--- config.mk ---
export PLATFORM = sky130hd
export DESIGN_NAME = wdt_ops
export DESIGN_NICKNAME = d
export VERILOG_FILES = /design/src/core/wdt_ops_pkg.sv /design/src/core/mem_invert.sv /design/src/core/wdt_ops.sv
export SDC_FILE = /design/constraint.sdc
export NUM_CORES = 1
export LEC_CHECK = 0
export ABC_CLOCK_PERIOD_IN_PS = 1400
export BUFFER_PORTS_ARGS = -buffer_cell sky130_fd_sc_hd__buf_2
export CELL_PAD_IN_SITES_DETAIL_PLACEMENT = 1
export CELL_PAD_IN_SITES_GLOBAL_PLACEMENT = 1
export CORE_MARGIN = 3
export CORE_UTILIZATION = 31
export CTS_BUF_LIST = sky130_fd_sc_hd__clkbuf_4
export DETAILED_ROUTE_END_ITERATION = 16
export PLACE_DENSITY_LB_ADDON = 0.1
export SETUP_SLACK_MARGIN = 0.5
export SLEW_MARGIN = 20
export SYNTH_ARGS = -nofsm -noshare
export SYNTH_HDL_FRONTEND = slang
export SYNTH_SLANG_ARGS = --single-unit
--- constraint.sdc ---
create_clock -name clk -period 1.4 [get_ports clk]
set_input_delay 0.28 -clock clk [delete_from_list [all_inputs] [get_ports clk]]
set_output_delay 0.28 -clock clk [all_outputs]
set_load 0.02 [all_outputs]
--- src/core/wdt_ops_pkg.sv ---
/*
 * shared constants for the watchdog clear and memory invert decoder.
 * assumes a 14-bit instruction word presented one per execute cycle.
 */
package wdt_ops_pkg;
	localparam int DATA_W = 8;
	localparam int ADDR_W = 6;
	localparam int OP_W = 4;
	// operation select codes driven by the core's main decoder
	localparam logic [OP_W-1:0] OP_NONE = 4'h0;
	localparam logic [OP_W-1:0] OP_SINGLE_CLEAR = 4'h1;
	localparam logic [OP_W-1:0] OP_FIRST_PRECLEAR = 4'h2;
	localparam logic [OP_W-1:0] OP_SECOND_PRECLEAR = 4'h3;
	localparam logic [OP_W-1:0] OP_INVERT_MEM = 4'h4;
	localparam logic [DATA_W-1:0] WDT_CLEAR_VALUE = 8'h00;
	localparam logic PAIR_RESET = 1'b0;
	localparam logic FLAG_RESET = 1'b0;
	typedef enum logic [1:0] {
		PAIR_IDLE = 2'b00,
		PAIR_GOT_FIRST = 2'b01,
		PAIR_GOT_SECOND = 2'b10
	} pair_state_t;
endpackage

--- src/core/mem_invert.sv ---
/*
 * combinational invert of one data memory byte and its zero result.
 * assumes the byte read from memory is stable during the execute cycle.
 */
`timescale 1ns/100ps
`default_nettype none
module mem_invert
	import wdt_ops_pkg::*;
#(
	parameter int WIDTH = DATA_W
) (
	// operand
	input wire logic [WIDTH-1:0] din,
	// result
	output logic [WIDTH-1:0] dout,
	output logic is_zero
);
	always_comb begin
		dout = ~din;
		is_zero = (dout == '0);
	end
endmodule // mem_invert
`default_nettype wire

--- src/core/wdt_ops.sv ---
/*
 * execute stage for watchdog clear, paired preclear and memory invert.
 * assumes the core decoder presents one op per cycle with op_valid, and
 * memory/flag writes are applied by the core on the strobes given here.
 */
// Functional notes
// - single clear zeroes watchdog and clears timeout and power-down flags
// - preclear pair completed clears watchdog and both flags
// - lone first preclear only records that first half ran
// - lone second preclear only records itself; pair completes any order
// - half a pair leaves timeout and power-down flags unchanged
// - invert op writes back bitwise complement of addressed byte
// - invert op sets zero flag from written result
`timescale 1ns/100ps
`default_nettype none
module wdt_ops
	import wdt_ops_pkg::*;
#(
	parameter int WIDTH = DATA_W,
	parameter int AW = ADDR_W
) (
	// clock and reset
	input wire logic clk,
	input wire logic rst,
	// decoded operation
	input wire logic op_valid,
	input wire logic [OP_W-1:0] op_sel,
	input wire logic [AW-1:0] op_addr,
	input wire logic [WIDTH-1:0] mem_rdata,
	// flags in from core
	input wire logic flag_zero_in,
	// status flag set requests from the watchdog and halt logic
	input wire logic set_timeout,
	input wire logic set_power_down,
	// memory write back
	output logic mem_we,
	output logic [AW-1:0] mem_waddr,
	output logic [WIDTH-1:0] mem_wdata,
	// watchdog control
	output logic wdt_clear,
	output logic [WIDTH-1:0] wdt_clear_value,
	// status flags
	output logic timeout_flag,
	output logic power_down_flag,
	output logic flag_zero_we,
	output logic flag_zero,
	output logic [1:0] pair_state
);
	// decoded strobes; an unknown or idle code raises none of them
	logic do_single, do_first, do_second, do_invert;
	// the half just executed meets its recorded partner
	logic pair_done;

	pair_state_t pair_r, pair_nxt;
	logic to_r, to_nxt, pd_r, pd_nxt;
	logic clr_r, clr_nxt;
	logic we_r, we_nxt, zwe_r, zwe_nxt, z_r, z_nxt;
	logic [AW-1:0] wa_r, wa_nxt;
	logic [WIDTH-1:0] wd_r, wd_nxt, inv;
	logic inv_zero;

	mem_invert #(.WIDTH(WIDTH)) u_inv (
		.din(mem_rdata),
		.dout(inv),
		.is_zero(inv_zero)
	);

	// op decode
	always_comb begin
		do_single = 1'b0;
		do_first = 1'b0;
		do_second = 1'b0;
		do_invert = 1'b0;
		if (op_valid) begin
			unique case (op_sel)
				OP_SINGLE_CLEAR: begin
					do_single = 1'b1;
				end
				OP_FIRST_PRECLEAR: begin
					do_first = 1'b1;
				end
				OP_SECOND_PRECLEAR: begin
					do_second = 1'b1;
				end
				OP_INVERT_MEM: begin
					do_invert = 1'b1;
				end
				default: begin
					// idle and unknown codes leave every state alone
					do_invert = 1'b0;
				end
			endcase
		end
	end

	// preclear pair tracker: only the other half completes the pair
	always_comb begin
		pair_nxt = pair_r;
		pair_done = 1'b0;
		unique case (pair_r)
			PAIR_IDLE: begin
				if (do_first) begin
					pair_nxt = PAIR_GOT_FIRST;
				end else if (do_second) begin
					pair_nxt = PAIR_GOT_SECOND;
				end
			end
			PAIR_GOT_FIRST: begin
				// a repeat of the first half keeps waiting for its partner
				if (do_second) begin
					pair_done = 1'b1;
					pair_nxt = PAIR_IDLE;
				end
			end
			PAIR_GOT_SECOND: begin
				if (do_first) begin
					pair_done = 1'b1;
					pair_nxt = PAIR_IDLE;
				end
			end
			default: begin
				// the unused code falls back to idle
				pair_nxt = PAIR_IDLE;
			end
		endcase
	end

	always_ff @(posedge clk or posedge rst) begin
		if (rst) begin
			pair_r <= PAIR_IDLE;
		end else begin
			pair_r <= pair_nxt;
		end
	end

	// watchdog clear strobe, high for the one cycle after the taking edge
	always_comb begin
		clr_nxt = 1'b0;
		if (do_single || pair_done) begin
			clr_nxt = 1'b1;
		end
	end

	always_ff @(posedge clk or posedge rst) begin
		if (rst) begin
			clr_r <= 1'b0;
		end else begin
			clr_r <= clr_nxt;
		end
	end

	// timeout and power-down status flags
	always_comb begin
		// a lone preclear half falls through and keeps both flags
		to_nxt = to_r;
		pd_nxt = pd_r;
		if (do_single || pair_done) begin
			to_nxt = FLAG_RESET;
			pd_nxt = FLAG_RESET;
		end
		// a set in the same cycle as a clear wins, so no event is lost
		if (set_timeout) begin
			to_nxt = 1'b1;
		end
		if (set_power_down) begin
			pd_nxt = 1'b1;
		end
	end

	always_ff @(posedge clk or posedge rst) begin
		if (rst) begin
			to_r <= FLAG_RESET;
			pd_r <= FLAG_RESET;
		end else begin
			to_r <= to_nxt;
			pd_r <= pd_nxt;
		end
	end

	// memory write back and zero flag update of the invert op
	always_comb begin
		we_nxt = do_invert;
		// watchdog ops never raise the zero flag strobe
		zwe_nxt = do_invert;
		wa_nxt = wa_r;
		wd_nxt = wd_r;
		// outside a write the core's own flag is echoed back unchanged
		z_nxt = flag_zero_in;
		if (do_invert) begin
			wa_nxt = op_addr;
			wd_nxt = inv;
			z_nxt = inv_zero;
		end
	end

	always_ff @(posedge clk or posedge rst) begin
		if (rst) begin
			we_r <= 1'b0;
			wa_r <= '0;
			wd_r <= '0;
			zwe_r <= 1'b0;
			z_r <= 1'b0;
		end else begin
			we_r <= we_nxt;
			wa_r <= wa_nxt;
			wd_r <= wd_nxt;
			zwe_r <= zwe_nxt;
			z_r <= z_nxt;
		end
	end

	// pulses last one cycle; flags and pair state hold until changed
	assign mem_we = we_r;
	assign mem_waddr = wa_r;
	assign mem_wdata = wd_r;
	assign wdt_clear = clr_r;
	// the clear value is fixed, so it is sized to the port width here
	assign wdt_clear_value = WIDTH'(WDT_CLEAR_VALUE);
	assign timeout_flag = to_r;
	assign power_down_flag = pd_r;
	assign flag_zero_we = zwe_r;
	assign flag_zero = z_r;
	assign pair_state = pair_r;
endmodule // wdt_ops
`default_nettype wire

# Yosys cells after proc, flatten, opt, wreduce, memory -nomap -nowiden
# Cells that the tools add are included.
[totals] reg_bits=21 in_bits=24 elab_cells=45
[classes] n_eq_ne=9 mux=21 bitwise_logic=1 n_reduce_logical=6
[op_table] cell="$mux W1" n=15
[op_table] cell="$eq A4 B2 Y1 const B" n=2
[op_table] cell="$logic_not A8 Y1" n=1
[op_table] cell="$mux W2" n=4
[op_table] cell="$not A8 Y8" n=1
[op_table] cell="$pmux W2 S3" n=1
[op_table] cell="$eq A4 B1 Y1 const B" n=1
[op_table] cell="$eq A4 B3 Y1 const B" n=1
[op_table] cell="$ne A2 B2 Y1 const B" n=2
[op_table] cell="$reduce_bool A2 Y1" n=2
[op_table] cell="$ne A3 B3 Y1 const B" n=1
[op_table] cell="$reduce_and A3 Y1" n=1
[op_table] cell="$eq A2 B1 Y1 const B" n=1
[op_table] cell="$eq A2 B2 Y1 const B" n=1
[op_table] cell="$logic_not A2 Y1" n=1
[op_table] cell="$pmux W1 S2" n=1
[op_table] cell="$logic_or A1 B1 Y1" n=1

# Logic depth before layout (Yosys ltp)
# Gate-level depths: netlist of run 1.
[depth] word_depth=8 ltp_mapped=5 depth_no_buf=5

# By module
# Synthesis of run 1 repeated with hierarchy kept, for this count alone.
[hier_totals] cells_unflattened=86 area_unflattened_um2=1093.5
[by_module_without_submodules] mod="wdt_ops" n_inst=1 cells_per_inst=75 area_per_inst_um2=1047.3
[by_module_without_submodules] mod="mem_invert" n_inst=1 cells_per_inst=11 area_per_inst_um2=46.3

# Worst setup path after synthesis of run 1
# No wires, ideal clock.
[synth_path] kind="reg-to-reg" start="reg pair_r[0] (netlist: pair_state[0])" end="reg pair_r[1] (netlist: pair_state[1])" setup_ns=0.065 t_arrival_ns=1.417 path_slack_ns=-0.082 stages_incl_launch_ff=6 path_buffers=0 period_less_slack_ns=1.482 path_cell_list="dfrtp_1 inv_1 ha_1 nor2b_1 a2111oi_2 o221a_2"
[synth_via] elab_chain_cells=3 elab_cells_between_ends=8 classes_between="eq/ne (5); mux (1); reduce/logical (2)"
[synth_lines] element="start: declaration" line="wdt_ops.sv:54" text="pair_state_t pair_r, pair_nxt;"
[synth_lines] element="start signal: assignment" line="wdt_ops.sv:132" text="pair_r <= pair_nxt;"
[synth_lines] element="$eq A2 B1 Y1 (tied with other cells)" line="wdt_ops.sv:100" text="unique case (pair_r)"
[synth_lines] element="$ne A2 B2 Y1 (no line) or $ne A3 B3 Y1 (tied branches)"
[synth_lines] element="$reduce_and A3 Y1 (no line)"
# Several ways; a longest one is shown, not always the timed one.
# A chain may end at the register's enable or synchronous reset.

# Worst setup path after layout of run 1
[layout_path] start="reg pair_r[0] (netlist: pair_state[0])" end="reg pair_r[0] (netlist: pair_state[0])"
# Same word-level chain as after synthesis.

==> impl_metrics.tcl, run 1 <==
set metrics [dict create \
    status "finished clean" \
    port_buffers 45 \
    clkLatencyLatePin_ns 0.30 \
    finalSetupTns_ns 0 \
    yosys_warnings 0 \
    numCtsBuffers 3 \
    crit_type "reg -> reg" \
    yosys.area.top_type "dfrtp_1" \
    yosys.area_share.xor_xnor_pct 0 \
    final.setup_skew_ns 0.00159 \
    r2r-start "pair_state[0]" \
    crit_end "pair_state[0]" \
    synthSimpleGateAreaFrac_pct 12.5 \
    die-area_um2 4130 \
    critPathSlowestCell "dfrtp_2" \
    rsz0062_at_grt "yes" \
    ant_nets 0 \
    synth_cells 86 \
    htreeDepth 1 \
    startpoint "pair_state[0]" \
    cts.path.max_buffers 2 \
    cap_viol_max_count 0 \
    start_util_pct 33.4 \
    critPathTopFamily "flip-flops" \
    path_buf_inv 2 \
    cts.clk_slew.worst_paths_ns 0.12 \
    area_delta_synth_final_pct 63.2 \
    powerDensity_nw_per_um2 1050 \
    synth_area_um2 1050 \
    drt-initial-drc-count 34 \
    crit_fanout 4 \
    cts_tree "built" \
    vias 837 \
    post-route-drc-count 0 \
    synthAdderAreaFrac_pct 3.56 \
    min_period_over_period_pct 96.9 \
    drive_above_1_share_pct 62.6 \
    cp.arrival_ns 1.56 \
    start_kind "flop" \
    synth_compound_area_share_pct 5.11 \
    wl_per_cell_um 14.1 \
    multi_input_area_um2 547 \
    n_fill_cell 360 \
    yosys-top-cells-area "dfrtp_1 (50%), mux2i_1 (7.6%), mux2_2 (7.5%)" \
    finalHoldViolations 0 \
    synthMuxAreaShare_pct 16.5 \
    leakagePower_nw 0.896 \
    avgSynthCellArea_um2 12.3 \
    period_needed_ns 1.36 \
    whs_path_depth 2 \
    fmax_mhz 737 \
    r2r_slack_ns 0.04 \
    cp-end-kind "flop" \
    antenna_found_initial 0 \
    core_um2 3150 \
    cp.depth 6 \
    root_buffer "clkbuf_4" \
    cp_slowest_stage_delay_ns 0.45 \
    reg2reg_to "pair_state[0]" \
    worst_ir_drop_vdd_uv 316 \
    grt_pass1_wl_mm 4.29 \
    report.final.slew_viol_count 0 \
    ioPinCount 54 \
    holdCritPathClass "in -> reg" \
    gp_congestion 0.795 \
    routed_via_density 4.38 \
    grt_usage_pct 13.5 \
    synth_top_area_share_pct 49.9 \
    firstDrtPassIters 4 \
    grt_pass1_vias 903 \
    final-seq-area_um2 528 \
    die_w_um 64.3 \
    synthDistinctLibCells 24 \
    overflow 0 \
    crit_chain "inv_4 > ha_4 > buf_6 > nor3_4 > a21oi_1 > and4b_1" \
    reg2reg_depth 6 \
    wl_mm 2.69 \
    die_h_um 64.3 \
    synth_top_family_by_area "multiplexers" \
    setup_viol 0 \
    dp_hpwl_mm 1.85 \
    power_mw 1.80 \
    grt_max_degree 22 \
    nNetsFinal 175 \
    rows 20 \
    synth_seq_cells 21 \
    required_ns 1.60 \
    ys_seq_area_share_pct 49.9 \
    n_antenna_cell 0 \
    cts.sinks 21 \
]
-- layout make-up --
type                    count  area share (%)
well taps                  44            3.20
clock buffers               4            1.75
repair buffers             59            29.4
inverters                  13            3.13
flip-flops and latches     21            30.7
multi-input cells          50            31.8
-- state kept, by name, indices dropped and copies added (netlist names) --
| name | count |
|---|---|
| mem_wdata | 8 |
| mem_waddr | 6 |
| pair_state | 2 |
| flag_zero | 1 |
| flag_zero_we | 1 |
| power_down_flag | 1 |
| timeout_flag | 1 |
| wdt_clear | 1 |
-- cell usage in the layout (no fill, tap or decap), types with 3 or more instances in the layout --
cell type,synthesis,layout
buf_2,0,22
inv_1,13,10
clkbuf_4,0,4
dfrtp_1,21,19
ha_4,0,3
mux2_2,7,4
mux2_4,1,4
buf_6,1,22
conb_1,1,8
buf_4,9,11
mux2i_1,8,6
nand3b_1,3,3
-- worst reg2reg max path: cells and delay by family, from the launching register on --
family,cells,cell delay (ns)
buffers and inverters,2,0.17
and+or+nand+nor,2,0.40
adders and majority gates,1,0.17
DFF,1,0.45
AOI/OAI and AO/OA,1,0.07
-- where the power goes --
part	switching [mW]	leakage (nW)	internal (mW)
registers	0.0762	0.243	0.707
clock network	0.186	0.0184	0.130
logic	0.316	0.635	0.387
total	0.579	0.896	1.22
-- cells in the mapped netlist --
library cell	instances
mux2i_1	8
nand3b_4	1
nor2_1	3
ha_1	3
nor3_1	1
and4b_1	1
nor2b_1	1
conb_1	1
inv_1	13
buf_4	9
nand2_1	1
nand3b_1	3
a2111oi_2	1
and4bb_4	1
mux2_2	7
mux2_4	1
nand3_1	1
a21oi_1	2
nor3b_4	1
buf_6	1
nand4_1	2
o221a_2	1
dfrtp_1	21
a31o_2	2
-- routing by layer --
layer  track usage, %  share of wire (%)
met1             15.1                 41
met2             25.1                 54
met3             2.64                4.2
met4             4.75               0.59
met5                0                  0
-- through the flow --
| step | hold slack [ns] | setup slack, ns | cell area [µm²] | cells | utilization [%] |
|---|---|---|---|---|---|
| after floorplan | 0.256 | 0.0232 | 1130 | 93 | - |
| final | 0.148 | 0.0438 | 1720 | 191 | 54.5 |
| after CTS | 0.139 | 0.0398 | 1660 | 188 | 52.7 |
| after global routing | 0.138 | -0.0145 | 1720 | 191 | 54.5 |
| after global placement | 0.326 | 0.0600 | 1340 | 174 | 42.6 |
| after detailed placement | 0.336 | -0.0185 | 1340 | 174 | 42.6 |
-- kinds of logic after synthesis --
logic type / after synthesis
and+or+nand+nor: 16
adders and majority gates: 3
AOI/OAI and AO/OA: 6
muxes: 16
other: 1
DFF: 21
buffers and inverters: 23
-- how the worst min path moves through the flow --
stage / startpoint / endpoint
global route: set_timeout / timeout_flag
finish: mem_rdata[3] / mem_wdata[3]
detailed placement: rst / mem_waddr[5]
CTS: mem_rdata[2] / mem_wdata[2]
global placement: rst / mem_waddr[0]
floorplan: rst / flag_zero
-- what timing repair did --
action / 4_1_cts / 5_1_grt
buffers inserted: 8 / 3
hold buffers: 1 / 0
pin swaps: 7 / 1
endpoints found under the setup margin: 42 / 42
hold endpoints to repair: 21 / 0
gates cloned: 1 / 0
gates resized for setup: 55 / 8
(Power assumes the default switching activity.)
==> inputs of run 2 (changes only) <==
CORE_MARGIN = 2   (was 3)
SETUP_SLACK_MARGIN = default   (was 0.5)
==> run 2 against run 1 <==
  * Non-clock buffer count shrank 6
  * Global-route usage shrank 0.23 points
  * Count of clock-buffer cells in the layout shrank 1
  * Clock skew shrank 0.0012 ns
  * Die area shrank 6.1%
  * Critical endpoint is now pair_state[1]
  * Final cell count shrank 2.6%
==> impl_metrics.tcl, run 2 (synthesis results as in run 1) <==
set metrics [dict create \
    worst_ir_drop_vdd_uv 355 \
    seq_power_share_pct 49.7 \
    clkPwrFrac_pct 19.1 \
    largest_reg_flops 8 \
    area_delta_synth_final_pct 35.7 \
    start_util_pct 31.8 \
    post-route-drc-count 0 \
    drive_above_1_share_pct 56.4 \
    status "finished clean" \
    critPathTopFamily "compound AO/OA/AOI/OAI gates" \
    finalSetupTns_ns 0 \
    grt_usage_pct 13.3 \
    whs_ns 0.151 \
    n_antenna_cell 0 \
    p_int_mw 1.01 \
    period_needed_ns 1.36 \
    cp.arrival_ns 1.61 \
    firstDrtPassIters 4 \
    die_h_um 62.3 \
    n_fill_cell 389 \
    grt_pass1_vias 874 \
    overflow 0 \
    antenna_found_initial 0 \
    wl_per_cell_um 12.4 \
    die_w_um 62.3 \
    critPathSlowestCell "dfrtp_2" \
    cp_slowest_stage_delay_ns 0.48 \
    cts.clk_slew.worst_paths_ns 0.12 \
    finalHoldViolations 0 \
    cts.sinks 21 \
    leakagePower_nw 0.791 \
    required_ns 1.64 \
    fmax_mhz 733 \
    cts_tree "built" \
    die-area_um2 3880 \
    cap_viol_max_count 0 \
    dp_hpwl_mm 1.78 \
    routed_via_density 4.28 \
    grt_max_degree 22 \
    gp_congestion 0.735 \
    cts.path.max_buffers 2 \
    drt-initial-drc-count 8 \
    start_kind "flop" \
    nNetsFinal 168 \
    rsz0062_at_grt "yes" \
    post-place-ws_ns -0.0329 \
    dpl_cell_area_um2 1310 \
    crit_fanout 4 \
    vias 796 \
    ant_nets 0 \
    mostFrequentLayoutCells "buf_2 (44), dfrtp_1 (19), inv_1 (11)" \
    holdCritPathClass "in -> reg" \
    path_buf_inv 1 \
    cp-end-kind "flop" \
    setup_viol 0 \
    powerDensity_nw_per_um2 1060 \
    final.setup_skew_ns 0.000371 \
    min_period_over_period_pct 97.5 \
    root_buffer "clkbuf_4" \
    switching_share_pct 33.9 \
    layout_commonest_cell "buf_2" \
    combPwrFrac_pct 31.2 \
    finish.instance_area_um2 1430 \
    crit_chain "inv_4 > ha_4 > nor2_1 > a2111oi_2 > o221a_2" \
    wl_mm 2.31 \
    ioPinCount 54 \
    clkLatencyLatePin_ns 0.30 \
    power_switching_uw 515 \
    grt_pass1_wl_mm 4.11 \
    rows 21 \
    report.final.slew_viol_count 0 \
    port_buffers 45 \
    core_um2 3310 \
    finalWorstSetupSlack_ns 0.0354 \
    crit_type "reg -> reg" \
    numCtsBuffers 3 \
    htreeDepth 1 \
]
-- run 2: area by class of cell --
| class | count | area, µm² | area share [%] |
|---|---|---|---|
| Sequential cell | 21 | 528 | 36.9 |
| Clock buffer | 3 | 22.5 | 1.57 |
| Timing Repair Buffer | 53 | 294 | 20.6 |
| Clock inverter | 1 | 5.00 | 0.350 |
| Multi-Input combinational cell | 49 | 469 | 32.8 |
| Inverter | 13 | 53.8 | 3.76 |
| Tap cell | 46 | 57.6 | 4.02 |
-- run 2: final timing paths --
check | start | endpoint | slack [ns] | cells past startpoint
setup / recovery | pair_state[1] | pair_state[1] | 0.04 | 5
hold / removal | mem_rdata[1] | mem_wdata[1] | 0.15 | 2
setup reg to reg | pair_state[1] | pair_state[1] | 0.04 | 5
hold reg to reg | mem_waddr[4] | mem_waddr[4] | 0.51 | 1
max in group asynchronous | rst | pair_state[1] | 0.63 | 4
min in group asynchronous | rst | wdt_clear | 0.54 | 4
-- run 2: routing by layer --
layer / GRT usage, % / wire length (µm)
met3: 4.71 / 189
met2: 22.0 / 1110
met5: 0 / 0
met4: 4.17 / 15
met1: 16.2 / 994
-- run 2: what timing repair did --
| item | in CTS | in global routing |
|---|---|---|
| hold buffers | 1 | 0 |
| hold endpoints to repair | 21 | 0 |
| setup buffers | 3 | 1 |
| pin swaps | 2 | 1 |
| endpoints found under the setup margin | 1 | 3 |
| gates resized for setup | 7 | 4 |
-- run 2: per-stage QoR --
stage / std cells / utilization, % / total power [mW]
2_1_floorplan: 93 / - / 1.07
3_3_place_gp: 177 / 39.6 / 1.21
3_5_place_dp: 177 / 39.6 / 1.23
4_1_cts: 185 / 42.6 / 1.55
5_1_grt: 186 / 43.2 / 1.64
6_report: 186 / 43.2 / 1.52
-- run 2: power groups by stage --
stage                     combinational, mW  sequential (mW)  clock (mW)
final                                 0.475            0.756       0.290
after global routing                  0.524            0.771       0.343
after CTS                             0.477            0.757       0.315
after detailed placement              0.462            0.769           0
after global placement                0.451            0.763           0
after floorplan                       0.172            0.895           0
==> inputs of run 3 (changes only) <==
PLACE_DENSITY = 0.86   (was default)
PLACE_DENSITY_LB_ADDON = default   (was 0.1)
==> run 3 against run 2 <==
  * The flow now finishes with violations (negative setup slack)
  * First-iteration DRC count increased by 63%
  * Critical path type unchanged
  * Global-route usage decreased by 0.51 points
  * Highest routed layer is now met3
  * Sequential power about the same
  * Total power increased by 1.2%
  * Via count increased by 0.38%
  * Count of clock-buffer cells in the layout unchanged
  * Sequential share of layout area decreased by 0.67 points
  * Cell area increased by 1.8%
  * Flip-flop and latch count unchanged
  * Combinational power increased by 5.1%
  * Register-to-register slack got worse by 0.05 ns
==> impl_metrics.tcl, run 3 (synthesis results as in run 1) <==
set metrics [dict create \
    violations "negative setup slack" \
    root_buffer "clkbuf_4" \
    rsz0062_at_grt "yes" \
    htreeDepth 1 \
    start_util_pct 31.8 \
    gp_congestion 0.748 \
    cp.arrival_ns 1.66 \
    grt_pass1_vias 865 \
    leakagePower_nw 0.791 \
    ant_nets 0 \
    ioPinCount 54 \
    firstDrtPassIters 3 \
    die_h_um 62.3 \
    post-route-drc-count 0 \
    grt_max_degree 15 \
    n_antenna_cell 0 \
    reg2reg_depth 4 \
    cp_slowest_stage_delay_ns 0.48 \
    mostFrequentLayoutCells "buf_2 (45), dfrtp_1 (19), inv_1 (11)" \
    cts_tree "built" \
    routed_via_density 4.34 \
    nNetsFinal 166 \
    holdCritPathClass "in -> reg" \
    multi_input_area_um2 504 \
    path_buf_inv 0 \
    drt-initial-drc-count 13 \
    antenna_found_initial 0 \
    report.final.slew_viol_count 0 \
    critPathTopFamily "compound AO/OA/AOI/OAI gates" \
    drive_above_1_share_pct 57.2 \
    crit_chain "ha_4 > nor2b_1 > a2111oi_4 > o221a_2" \
    r2r_slack_ns -0.01 \
    start_kind "flop" \
    n_fill_cell 379 \
    finalWorstSetupSlack_ns -0.0120 \
    overflow 0 \
    largest_reg_flops 8 \
    numCtsBuffers 3 \
    dp_hpwl_mm 1.96 \
    vias 799 \
    finalSetupTns_ns -0.0120 \
    critPathSlowestCell "dfrtp_2" \
    crit_fanout 4 \
    setup_viol 1 \
    min_period_over_period_pct 101 \
    port_buffers 45 \
    cts.path.max_buffers 2 \
    rows 21 \
    startpoint "pair_state[1]" \
    wl_per_cell_um 13.4 \
    r2r-start "pair_state[1]" \
    layout_commonest_cell "buf_2" \
    post-place-ws_ns -0.0517 \
    grt_pass1_wl_mm 4.02 \
    cts.sinks 21 \
    finalHoldViolations 0 \
    crit_end "pair_state[1]" \
    wl_mm 2.47 \
    required_ns 1.64 \
    cp.depth 4 \
    fmax_mhz 708 \
    crit_type "reg -> reg" \
    status "finished with violations" \
    powerDensity_nw_per_um2 1060 \
    final.setup_skew_ns 0.00848 \
    final-seq-area_um2 528 \
    die-area_um2 3880 \
    reg2reg_to "pair_state[1]" \
    core_um2 3310 \
    clkLatencyLatePin_ns 0.30 \
    die_w_um 62.3 \
    area_delta_synth_final_pct 38.2 \
    period_needed_ns 1.41 \
    cap_viol_max_count 0 \
    cp-end-kind "flop" \
    worst_ir_drop_vdd_uv 239 \
    cts.clk_slew.worst_paths_ns 0.12 \
    grt_usage_pct 12.8 \
]
-- run 3: cell types whose count changed in the layout (fill, tap and decap cells not counted), sizes merged --
| cell | change |
|---|---|
| buf | -2 |
-- run 3: how the worst min path moves through the flow --
stage            startpoint           end  slack, ns  cells past startpoint
3_5_place_dp            rst  mem_waddr[1]       0.25                      2
3_3_place_gp            rst  timeout_flag       0.24                      2
2_1_floorplan           rst     flag_zero       0.26                      1
4_1_cts        mem_rdata[0]  mem_wdata[0]       0.15                      2
5_1_grt        mem_rdata[0]  mem_wdata[0]       0.13                      2
6_report       mem_rdata[0]  mem_wdata[0]       0.16                      2
-- run 3: through the flow --
step | utilization, % | total power, mW | hold WS (ns) | cells | instance area, µm²
3_5_place_dp | 39.6 | 1.24 | 0.254 | 177 | 1310
5_1_grt | 44.0 | 1.65 | 0.135 | 184 | 1460
4_1_cts | 42.7 | 1.55 | 0.146 | 184 | 1410
2_1_floorplan | - | 1.07 | 0.256 | 93 | 1080
6_report | 44.0 | 1.54 | 0.163 | 184 | 1460
3_3_place_gp | 39.6 | 1.21 | 0.243 | 177 | 1310
-- run 3: per-layer routing --
metal  track usage (%)  vias to the layer above  wire, µm
met4              1.67                        0         0
met3              3.80                        0       168
li1                  -                      378         -
met5                 0                        -         0
met2              23.8                       33      1280
met1              14.8                      388      1020
-- run 3: timing repair --
action                                  in CTS  in global routing
resized for setup                            6                  8
hold buffers                                 1                  0
endpoints found under the hold margin        7                  0
pin swaps                                    1                  4
endpoints found under the setup margin       2                  3
cloned                                       0                  0
setup buffers                                2                  0
-- run 3: area by class of cell --
cell class              count  share of cell area, %
flip-flops and latches     21                   36.3
multi-input cells          49                   34.6
repair buffers             51                   19.6
well taps                  46                   3.95
inverters                  13                   3.69
clock buffers               3                   1.55
clock inverters             1                  0.344
-- run 3: worst register-to-register path: stages, from the launching register on --
cell and delay, ns:
dfrtp_2 0.48, ha_4 0.20, nor2b_1 0.16, a2111oi_4 0.29
o221a_2 0.23
-- run 3: power breakdown --
| part | leakage (nW) | switching [mW] | internal (mW) |
|---|---|---|---|
| combinational | 0.530 | 0.297 | 0.202 |
| sequential | 0.243 | 0.0521 | 0.706 |
| clock | 0.0177 | 0.177 | 0.106 |
| total | 0.791 | 0.526 | 1.01 |
